--- src/hdl/uhis_pkg.sv ---
package uhis_pkg;

    // ***************************************************************
    // register map
    // ***************************************************************
    localparam logic [7:0] UHIS_STATUS_OFFSET = 8'h0C;
    localparam logic [31:0] UHIS_STATUS_RESET = 32'h0000_0000;
    localparam logic [31:0] UHIS_ENABLE_RESET = 32'h0000_0000;
    localparam logic [1:0] UHIS_TALLY_RESET = 2'h0;

    // ***************************************************************
    // field positions
    // ***************************************************************
    localparam int UHIS_BIT_OVERRUN = 0;
    localparam int UHIS_BIT_DONE = 1;
    localparam int UHIS_BIT_SOF = 2;
    localparam int UHIS_BIT_RESUME = 3;
    localparam int UHIS_BIT_ERROR = 4;
    localparam int UHIS_BIT_FRAME = 5;
    localparam int UHIS_BIT_ROOT = 6;
    localparam int UHIS_BIT_OWNER = 30;
    localparam int UHIS_BIT_MASTER = 31;
    localparam int UHIS_BIT_OWN_REQ = 3;
    localparam int UHIS_BIT_FRAME_MSB = 15;
    localparam int UHIS_NUM_LOW = 7;
    localparam logic [31:0] UHIS_FLAG_MASK = 32'h4000_007F;

    // ***************************************************************
    // event strobes from the controller
    // ***************************************************************
    typedef struct packed {
        logic root_change;
        logic frame_copy_done;
        logic system_error;
        logic resume_signal;
        logic frame_start;
        logic done_written;
        logic overrun;
    } uhis_events_s;

    // ***************************************************************
    // register access port
    // ***************************************************************
    typedef struct packed {
        logic wr;
        logic rd;
        logic [7:0] addr;
        logic [31:0] wdata;
    } uhis_access_s;

    typedef enum logic [2:0] {
        UHIS_RUN = 3'b001,
        UHIS_HALT = 3'b010,
        UHIS_WAIT_CLEAR = 3'b100
    } uhis_state_e;

endpackage

--- src/hdl/uhis_core.sv ---
`timescale 1ns/1ps
module uhis_core #(
    parameter bit HAS_MGMT_PIN = 1'b1
) (
    // clock and reset
    input wire logic ref_clk,
    input wire logic rst,
    input wire logic clk_en,
    // register access
    input wire uhis_pkg::uhis_access_s acc,
    output logic [31:0] rdata,
    // enable register and command-status contents from neighbours
    input wire logic [31:0] interrupt_event_enable,
    input wire logic ownership_request_bit,
    input wire logic resume_functional_state,
    // controller events, same clock
    input wire uhis_pkg::uhis_events_s events,
    input wire logic [15:0] frame_number_counter,
    // resume signalling from the port pins, asynchronous
    input wire logic resume_pin,
    // outputs
    output logic irq,
    output logic system_mgmt_irq_pin,
    output logic processing_halt,
    output logic done_write_allowed,
    output logic [1:0] overrun_tally
);
    import uhis_pkg::*;

    // ***************************************************************
    // state
    // ***************************************************************
    logic [31:0] status_reg;
    logic [31:0] status_next;
    logic [1:0] tally_reg;
    logic frame_msb_reg;
    logic resume_reg;
    logic own_req_reg;
    logic resume_sync;
    uhis_state_e err_state_reg;
    uhis_state_e err_state_next;

    uhis_sync u_resume_sync (
        .ref_clk(ref_clk),
        .rst(rst),
        .clk_en(clk_en),
        .async_in(resume_pin),
        .sync_out(resume_sync)
    );

    // ***************************************************************
    // event detection
    // ***************************************************************
    wire status_sel = (acc.addr == UHIS_STATUS_OFFSET);
    wire status_wr = acc.wr && status_sel;
    wire frame_toggle = frame_number_counter[UHIS_BIT_FRAME_MSB] != frame_msb_reg;
    // a resume entered by software is not a detected resume
    wire resume_rise = resume_sync && !resume_reg && !resume_functional_state;
    wire own_rise = ownership_request_bit && !own_req_reg;
    wire [31:0] set_vec;
    wire [31:0] clr_vec;

    assign set_vec[UHIS_BIT_OVERRUN] = events.overrun;
    assign set_vec[UHIS_BIT_DONE] = events.done_written;
    assign set_vec[UHIS_BIT_SOF] = events.frame_start;
    assign set_vec[UHIS_BIT_RESUME] = resume_rise;
    assign set_vec[UHIS_BIT_ERROR] = events.system_error;
    assign set_vec[UHIS_BIT_FRAME] = frame_toggle || events.frame_copy_done;
    assign set_vec[UHIS_BIT_ROOT] = events.root_change;
    assign set_vec[29:7] = '0;
    assign set_vec[UHIS_BIT_OWNER] = own_rise && HAS_MGMT_PIN;
    assign set_vec[UHIS_BIT_MASTER] = 1'b0;

    // write data only ever clears; reserved positions are masked
    assign clr_vec = status_wr ? (acc.wdata & UHIS_FLAG_MASK) : 32'h0000_0000;
    // set wins over a clear in the same cycle; hardware has no clear path
    assign status_next = ((status_reg & ~clr_vec) | set_vec) & UHIS_FLAG_MASK;

    always_ff @(posedge ref_clk or posedge rst) begin
        if (rst) begin
            status_reg <= UHIS_STATUS_RESET;
            frame_msb_reg <= 1'b0;
            resume_reg <= 1'b0;
            own_req_reg <= 1'b0;
        end else if (clk_en) begin
            status_reg <= status_next;
            frame_msb_reg <= frame_number_counter[UHIS_BIT_FRAME_MSB];
            resume_reg <= resume_sync;
            own_req_reg <= ownership_request_bit;
        end
    end

    // ***************************************************************
    // overrun tally
    // ***************************************************************
    always_ff @(posedge ref_clk or posedge rst) begin
        if (rst) begin
            tally_reg <= UHIS_TALLY_RESET;
        end else if (clk_en && events.overrun) begin
            tally_reg <= tally_reg + 2'h1;
        end
    end
    assign overrun_tally = tally_reg;

    // ***************************************************************
    // error halt
    // ***************************************************************
    always_comb begin
        err_state_next = err_state_reg;
        case (err_state_reg)
            UHIS_RUN: begin
                if (events.system_error) begin
                    err_state_next = UHIS_HALT;
                end
            end
            UHIS_HALT: begin
                // software resets the controller before clearing
                // a fresh error while the flag is being cleared keeps the halt
                if (!status_reg[UHIS_BIT_ERROR] && !events.system_error) begin
                    err_state_next = UHIS_WAIT_CLEAR;
                end
            end
            UHIS_WAIT_CLEAR: begin
                if (events.system_error) begin
                    err_state_next = UHIS_HALT;
                end else begin
                    err_state_next = UHIS_RUN;
                end
            end
            default: begin
                err_state_next = UHIS_HALT;
            end
        endcase
    end

    always_ff @(posedge ref_clk or posedge rst) begin
        if (rst) begin
            err_state_reg <= UHIS_RUN;
        end else if (clk_en) begin
            err_state_reg <= err_state_next;
        end
    end
    assign processing_halt = (err_state_reg == UHIS_HALT) || events.system_error;

    // ***************************************************************
    // done pointer write permission
    // ***************************************************************
    assign done_write_allowed = !status_reg[UHIS_BIT_DONE];

    // ***************************************************************
    // interrupt outputs
    // ***************************************************************
    wire [31:0] gated = status_reg & interrupt_event_enable & UHIS_FLAG_MASK;
    wire master_on = interrupt_event_enable[UHIS_BIT_MASTER];
    wire irq_next = master_on && (|gated);
    wire smi_next = gated[UHIS_BIT_OWNER];

    always_ff @(posedge ref_clk or posedge rst) begin
        if (rst) begin
            irq <= 1'b0;
            system_mgmt_irq_pin <= 1'b0;
        end else if (clk_en) begin
            irq <= irq_next;
            system_mgmt_irq_pin <= smi_next;
        end
    end

    // ***************************************************************
    // read data
    // ***************************************************************
    always_ff @(posedge ref_clk or posedge rst) begin
        if (rst) begin
            rdata <= 32'h0000_0000;
        end else if (clk_en) begin
            rdata <= (acc.rd && status_sel) ? status_reg : 32'h0000_0000;
        end
    end
endmodule

--- src/hdl/uhis_sync.sv ---
`timescale 1ns/1ps
module uhis_sync (
    // clock and reset
    input wire logic ref_clk,
    input wire logic rst,
    input wire logic clk_en,
    // level in and out
    input wire logic async_in,
    output logic sync_out
);
    import uhis_pkg::*;

    logic s1_reg;
    logic s2_reg;
    logic s3_reg;

    // a change counts once the second and third stages agree
    always_ff @(posedge ref_clk or posedge rst) begin
        if (rst) begin
            s1_reg <= 1'b0;
            s2_reg <= 1'b0;
            s3_reg <= 1'b0;
            sync_out <= 1'b0;
        end else if (clk_en) begin
            s1_reg <= async_in;
            s2_reg <= s1_reg;
            s3_reg <= s2_reg;
            if (s2_reg == s3_reg) begin
                sync_out <= s3_reg;
            end
        end
    end

endmodule

--- config.mk ---
export PLATFORM = sky130hd
export DESIGN_NAME = uhis_core
export DESIGN_NICKNAME = d
export VERILOG_FILES = /design/src/hdl/uhis_pkg.sv /design/src/hdl/uhis_core.sv /design/src/hdl/uhis_sync.sv
export SDC_FILE = /design/constraint.sdc
export NUM_CORES = 1
export LEC_CHECK = 0
export BUFFER_PORTS_ARGS = -buffer_cell sky130_fd_sc_hd__buf_2
export CAP_MARGIN = 5
export CORE_MARGIN = 3
export CORE_UTILIZATION = 33
export DETAILED_ROUTE_END_ITERATION = 6
export PLACE_DENSITY = 0.75
export SETUP_SLACK_MARGIN = 0.5
export SLEW_MARGIN = 30
export SYNTH_ARGS = -nofsm -noshare
export SYNTH_HDL_FRONTEND = slang
export SYNTH_HIERARCHICAL = 1
export SYNTH_SLANG_ARGS = --single-unit
export TNS_END_PERCENT = 10
--- constraint.sdc ---
create_clock -name ref_clk -period 1.3 [get_ports ref_clk]
set_clock_uncertainty 0.15 [all_clocks]
set_input_delay 0.26 -clock ref_clk [delete_from_list [all_inputs] [get_ports ref_clk]]
set_output_delay 0.26 -clock ref_clk [all_outputs]
set_load 0.01 [all_outputs]
Word-level counts from Yosys, hierarchy flattened
Index checks and enable logic that the tools add are counted.

storage, ports and cells
  flip-flop bits (word level) = 54
  input port bits = 103

cells by class
  $add $sub $neg = 1
  equality and inequality tests = 8
  muxes and demuxes = 6
  bitwise logic cells = 4
  reductions and logical operators = 19

operators with widths
  operator                                                               count
  31-bit AND                                                             2
  31-bit two-way mux                                                     2
  31-bit inverter                                                        1
  31-bit bitwise OR                                                      1
  3-bit case mux with 3 select lines                                     1
  8-bit by 4-bit equality test with 1-bit output, second input constant  1
  1-bit logical AND                                                      8
  8-bit OR reduction                                                     1
  1-bit logical NOT                                                      6
  3-bit two-way mux                                                      2
  2-bit inequality test, second input constant                           2
  3-bit by 1-bit equality test with 1-bit output, second input constant  1
  3-bit by 2-bit equality test with 1-bit output, second input constant  1
  3-bit equality test, second input constant                             1
  3-bit AND reduction                                                    1
  2-bit by 1-bit adder with 2-bit output, second input constant          1
  1-bit logical OR                                                       2
  2-bit two-way mux                                                      1
  2-bit AND reduction                                                    1
  1-bit equality test                                                    1
  1-bit inequality test                                                  1

Depth between registers and ports, before layout
Gate-level depths: netlist of the first run.

  depth after elaboration = 6
  mapped depth = 5
  depth with buffers taken out = 4

Cells and area by module
The synthesis of the first run kept the hierarchy.

modules (own cells, without submodules)
  module     times used  cells each  area an instance (um^2)  seq. area each (um^2)
  uhis_core  1           139         1,387.6                  651.9
  uhis_sync  1           11          160.2                    100.1

Worst setup path before layout of the first run
OpenSTA, ideal clock, no wires.

  kind = input -> register
  start point = input acc[39] (netlist bit)
  end point = register status_reg[1]
  data arrival time = 1,583 ps
  data required time = 1,024 ps
  setup slack = -559 ps
  stages = 4
  cells stage by stage = or4_4 > nor4_4 > nand3_2 > a221o_1

between the ends
  cells in the longest elaborated chain, start to end = 6

ends and longest elaborated chain
  element                                         line             source
  from (decl)                                     uhis_core.sv:10  input wire uhis_pkg::uhis_access_s acc,
  8-bit by 4-bit equality test with 1-bit output  uhis_core.sv:54  wire status_sel = (acc.addr == UHIS_STATUS_OFFSET);
  1-bit logical AND                               uhis_core.sv:55  wire status_wr = acc.wr && status_sel;
  31-bit two-way mux                              uhis_core.sv:75  assign clr_vec = status_wr ? (acc.wdata & UHIS_FLAG_MASK) : 32'h0000_0000;
  31-bit inverter                                 uhis_core.sv:77  assign status_next = ((status_reg & ~clr_vec) | set_vec) & UHIS_FLAG_MASK;
  31-bit AND                                      uhis_core.sv:77
  31-bit bitwise OR                               uhis_core.sv:77
  to (signal assigned)                            uhis_core.sv:86  status_reg <= status_next;
  to (decl)                                       uhis_core.sv:33  logic [31:0] status_reg;

Every way passes these cells.
A chain may end at the register's enable or synchronous reset.

Final worst setup path of the first run
Same ends and word-level chain as after synthesis.

==> results of run 1 <==
stage by stage:
step | setup TNS [ps] | utilization (%) | std cells
floorplan | -7274 | - | 173
global placement | -9413 | 42.00 | 261
detailed placement | -9873 | 42.00 | 261
CTS | -4235 | 46.20 | 270
global route | -5737 | 46.93 | 271
finish | -4383 | 46.93 | 271
Yosys cell counts, drive strengths merged, types with 2 or more instances:
master and number:
o21ai 4, o22ai 8, a22oi 2, buf 28
a22o 7, nand4 6, nand3 4, nor4bb 2
nor3 2, dfrtp 29, nor4 2, xnor2 2
nor2 2, nand2b 2, inv 15, nand2 12
a21o 3, mux2 6
repair_timing:
action                                 4_1_cts  5_1_grt
setup buffers                                0        1
endpoints found under the hold margin       29       23
setup endpoints to repair                   43       68
pin swaps                                   12       11
resized for setup                           17        9
final timing paths:
path | slack, ps | end | start
worst max-delay path | -340 | status_reg[1]$_DFFE_PP0P_ | acc[39]
worst min-delay path | -200 | frame_msb_reg$_DFFE_PP0P_ | rst
worst max register to register | -200 | irq$_DFFE_PP0P_ | status_reg[30]$_DFFE_PP0P_
worst min register to register | 320 | overrun_tally[1]$_DFFE_PP0P_ | overrun_tally[1]$_DFFE_PP0P_
max in group asynchronous | 810 | err_state_reg[0]$_DFFE_PP1P_ | rst
min in group ref_clk | 60 | own_req_reg$_DFFE_PP0P_ | ownership_request_bit
critical path, stage by stage:
cell and delay [ps]:
buf_6 90, or4_4 530, nor4_4 230, buf_6 170
nand3_2 80, a221o_1 290
cell type report:
cell class / instances / area [µm²]
Clock inverter: 2 / 12.51
Clock buffer: 6 / 82.58
Fill cell: 419 / 2359
Sequential cell: 30 / 752.0
Tap cell: 52 / 65.06
Inverter: 15 / 58.81
Multi-Input combinational cell: 99 / 695.7
Timing Repair Buffer: 67 / 419.2
layer usage:
metal	routed length, µm	up-vias
li1	-	615
met1	1592	565
met2	1702	52
met3	274	2
met4	22	0
met5	0	-
cell families after synthesis:
logic type,count (synthesis),synth area share [%]
buffers and inverters,44,16.57
and+or+nand+nor,35,13.82
DFF,30,48.59
AOI/OAI and AO/OA,31,14.71
xor gates and xnor gates,3,1.698
muxes,6,4.365
other,1,0.2423
report_power, final:
| group | switching [mW] | internal (mW) |
|---|---|---|
| logic | 0.198 | 0.218 |
| clock network | 0.360 | 0.425 |
| registers | 0.0693 | 1.03 |
==> results.sh, run 1 <==
export IMPL_cts_path_max_buffers=2
export IMPL_period_needed_ps=1638
export IMPL_layout_common_cells="buf_2, dfrtp_1, conb_1"
export IMPL_ant_nets=0
export IMPL_placed_area_um2=1867
export IMPL_mostFrequentLayoutCell="buf_2"
export IMPL_status="complete, but fails checks"
export IMPL_yosysTopAreaCell="dfrtp_1"
export IMPL_synth_cell_type_count=38
export IMPL_portBuffers=53
export IMPL_n_antenna_cell=0
export IMPL_io_pins=141
export IMPL_core_area_um2=4444
export IMPL_cts_hold_buf=1
export IMPL_ys_ff_latch=30
export IMPL_cts_root_buf="clkbuf_8"
export IMPL_cp_arrival_ps=1650
export IMPL_total_leakage_power_nw=1.043
export IMPL_start_kind="primary input"
export IMPL_grt_pass1_vias=1170
export IMPL_wl_um=3591
export IMPL_power_density_nw_per_um2=1102
export IMPL_start_util_pct=34.83
export IMPL_use_met3_pct=5.135
export IMPL_hold_violations=29
export IMPL_met2_usage_pct=21.27
export IMPL_avgSynthCellArea_um2=10.32
export IMPL_clk_pin_slew_ps=70
export IMPL_design_area_um2=2086
export IMPL_period_share_pct=126.0
export IMPL_ys_seq_area_share_pct=48.59
export IMPL_dieArea_um2=5548
export IMPL_synth_cells=150
export IMPL_hold_path_class="primary input to async pin"
export IMPL_tritoncts="yes"
export IMPL_max_vdd_ir_drop_mv=0.7077
export IMPL_synth_edf_count=0
export IMPL_drv_slew=0
export IMPL_dieWidth_um=74.49
export IMPL_crit_fanout=8
export IMPL_power_total_mw=2.299
export IMPL_netlist_area_um2=1548
export IMPL_rsz0062_at_grt="true"
export IMPL_drt_iter0_drc=59
export IMPL_drc_errors=0
export IMPL_synth_top_area_share_pct=46.89
export IMPL_drive_gt1_share_pct=44.75
export IMPL_grt_overflow_total=0
export IMPL_grt_start_max_net_pins=34
export IMPL_insertion_delay_ps=280
export IMPL_final_setup_viol_count=20
export IMPL_cp_end_kind="flip-flop"
export IMPL_dp_hpwl_um=2668
export IMPL_synthTopCellsByArea="dfrtp_1, buf_4, mux2_2, a22o_1, inv_1"
export IMPL_r2r_cells=4
export IMPL_nNetsFinal=321
export IMPL_async_flop_share_pct=100.0
export IMPL_busiest_layer="met2"
export IMPL_grt_use_total_pct=13.30
export IMPL_cts_buffers=5
export IMPL_violations="negative hold slack, negative setup slack"
export IMPL_rows=24
export IMPL_cp_required_ps=1310
export IMPL_num_vias=1234
export IMPL_timing_final_ws_setup_ps=-338.1
export IMPL_pre_cts_slack_ps=-658.5
export IMPL_area_growth_synth_to_final_pct=34.76
export IMPL_critical_path_class="primary input to flip-flop"
export IMPL_place_congestion=0.7835
export IMPL_cts_sinks=30
export IMPL_cts_htree_levels=2
export IMPL_drt_pass1_iter_count=4
export IMPL_synth_main_ff_cell="dfrtp_1"
export IMPL_timing_hold_ws_ps=-196.0
export IMPL_met1_usage_pct=16.36
export IMPL_viasPerCell=4.554
export IMPL_yosysWarnings=6
export IMPL_grt_pass1_wl_um=5402
export IMPL_timing_max_cap_violations=0
export IMPL_fmax_mhz=610.5
export IMPL_wl_per_cell_um=13.25
export IMPL_dieHeight_um=74.49
export IMPL_antenna_found_initial=0
Power figures use the tool's default switching activity.
==> run 2: changes to the inputs <==
- CORE_UTILIZATION: 33 -> 35
- CTS_BUF_LIST: not set -> sky130_fd_sc_hd__clkbuf_4
- PLACE_DENSITY: 0.75 -> 0.79
==> run 2 against run 1 <==
  * The flow still finishes with violations (negative hold slack, negative setup slack)
  * Clock power shrank 3.6%
  * Final cell count is the same
  * Sequential power about the same
  * Global-route usage is 1.3 points higher
  * Routed wire length increased by 2.8%
  * Total power down 0.62%
  * Setup slack better by 9.4 ps
  * Register-to-register slack gained 80 ps
  * Clock-buffer cell count did not move
  * Largest power group unchanged
  * Utilization grew 4.3 points
  * Design area rose by 1.9%
==> results.sh, run 2 (same netlist as run 1, synthesis figures left out) <==
export IMPL_grt_overflow_total=0
export IMPL_violations="negative hold slack, negative setup slack"
export IMPL_cp_end_kind="output port"
export IMPL_drt_pass1_iter_count=4
export IMPL_timing_rr_end="err_state_reg[1]$_DFFE_PP0P_"
export IMPL_drt_iter0_drc=34
export IMPL_timing_max_cap_violations=0
export IMPL_power_density_nw_per_um2=1075
export IMPL_max_vdd_ir_drop_mv=0.5439
export IMPL_place_congestion=0.7394
export IMPL_period_share_pct=125.3
export IMPL_num_vias=1304
export IMPL_timing_final_ws_setup_ps=-328.8
export IMPL_timing_hold_ws_ps=-261.8
export IMPL_cts_path_max_buffers=2
export IMPL_layout_common_cells="buf_2, dfrtp_1, conb_1"
export IMPL_cts_buffers=5
export IMPL_fmax_mhz=614.0
export IMPL_grt_pass1_vias=1264
export IMPL_cts_sinks=30
export IMPL_total_leakage_power_nw=1.067
export IMPL_crit_fanout=2
export IMPL_multi_input_area_um2=728.2
export IMPL_drv_slew=0
export IMPL_wl_per_cell_um=13.62
export IMPL_io_pins=141
export IMPL_start_kind="flip-flop"
export IMPL_cts_root_buf="clkbuf_4"
export IMPL_dieHeight_um=72.50
export IMPL_drc_errors=0
export IMPL_rows=23
export IMPL_grt_pass1_wl_um=5761
export IMPL_period_needed_ps=1629
export IMPL_status="complete, but fails checks"
export IMPL_insertion_delay_ps=340
export IMPL_mostFrequentLayoutCell="buf_2"
export IMPL_final_setup_viol_count=21
export IMPL_viasPerCell=4.812
export IMPL_cts_hold_buf=1
export IMPL_rsz0062_at_grt="true"
export IMPL_r2r_start="err_state_reg[0]$_DFFE_PP1P_"
export IMPL_wl_um=3691
export IMPL_register_area_um2=754.5
export IMPL_r2r_slack_ps=-120
export IMPL_core_area_um2=4144
export IMPL_dieWidth_um=72.50
export IMPL_area_growth_synth_to_final_pct=37.27
export IMPL_tritoncts="yes"
export IMPL_grt_use_total_pct=14.56
export IMPL_drive_gt1_share_pct=47.51
export IMPL_ant_nets=0
export IMPL_hold_violations=29
export IMPL_critical_path_class="flip-flop to output port"
export IMPL_final_util_pct=51.27
export IMPL_dieArea_um2=5256
export IMPL_clk_pin_slew_ps=90
export IMPL_r2r_cells=5
export IMPL_portBuffers=53
export IMPL_dp_hpwl_um=2801
export IMPL_grt_start_max_net_pins=24
export IMPL_antenna_found_initial=0
export IMPL_start_util_pct=37.35
export IMPL_hold_path_class="primary input to async pin"
export IMPL_cts_htree_levels=2
export IMPL_cp_arrival_ps=1220
export IMPL_nNetsFinal=323
export IMPL_fillers=406
export IMPL_n_antenna_cell=0
export IMPL_cp_required_ps=890
-- run 2: repair_timing --
| action | in CTS | in global routing |
|---|---|---|
| pin swaps | 21 | 5 |
| endpoints found under the hold margin | 30 | 29 |
| setup endpoints to repair | 43 | 69 |
| buffers inserted | 2 | 1 |
| gates resized for setup | 21 | 20 |
-- run 2: cell type report --
class,count,share of cell area (%)
clock buffers,6,2.120
repair buffers,69,20.91
clock inverters,2,1.590
flip-flops and latches,30,35.51
inverters,15,2.650
well taps,50,2.945
multi-input cells,99,34.28
-- run 2: through the flow --
step / setup WS, ps / cell area [µm²] / cells / setup TNS, ps / total power, mW
floorplan: -559.5 / 1634 / 173 / -7274 / 1.367
global placement: -627.2 / 1852 / 259 / -9245 / 1.479
detailed placement: -657.4 / 1852 / 259 / -9672 / 1.498
CTS: -332.4 / 2059 / 270 / -2279 / 2.291
global route: -393.9 / 2125 / 271 / -3470 / 2.402
finish: -328.8 / 2125 / 271 / -2140 / 2.285
-- run 2: power by group --
group / switching (mW) / internal [mW]
clock: 0.336 / 0.421
combinational: 0.206 / 0.227
sequential: 0.0673 / 1.03
-- run 2: worst max path at each step --
stage                                       from                   endpoint  slack (ps)  depth (start not counted)
floorplan                                acc[39]  status_reg[1]$_DFFE_PP0P_        -560                          4
global placement                         acc[39]  status_reg[1]$_DFFE_PP0P_        -630                          6
detailed placement                       acc[39]  status_reg[1]$_DFFE_PP0P_        -660                          6
CTS                 err_state_reg[0]$_DFFE_PP1P_            processing_halt        -330                          3
global route        err_state_reg[0]$_DFFE_PP1P_            processing_halt        -390                          3
finish              err_state_reg[0]$_DFFE_PP1P_            processing_halt        -330                          3
-- run 2: layer usage --
metal	vias to the layer above	track usage (%)	share of wire [%]
met2	59	23.96	47
met4	0	6.762	1.8
met5	-	0	0
met1	616	17.25	41
li1	622	-	-
met3	7	4.709	9.4
-- run 2: worst max-delay path, cell delays in order (launching register included) --
cell and delay [ps]:
dfstp_2 550, nand2b_4 120, o21bai_1 70, buf_2 150
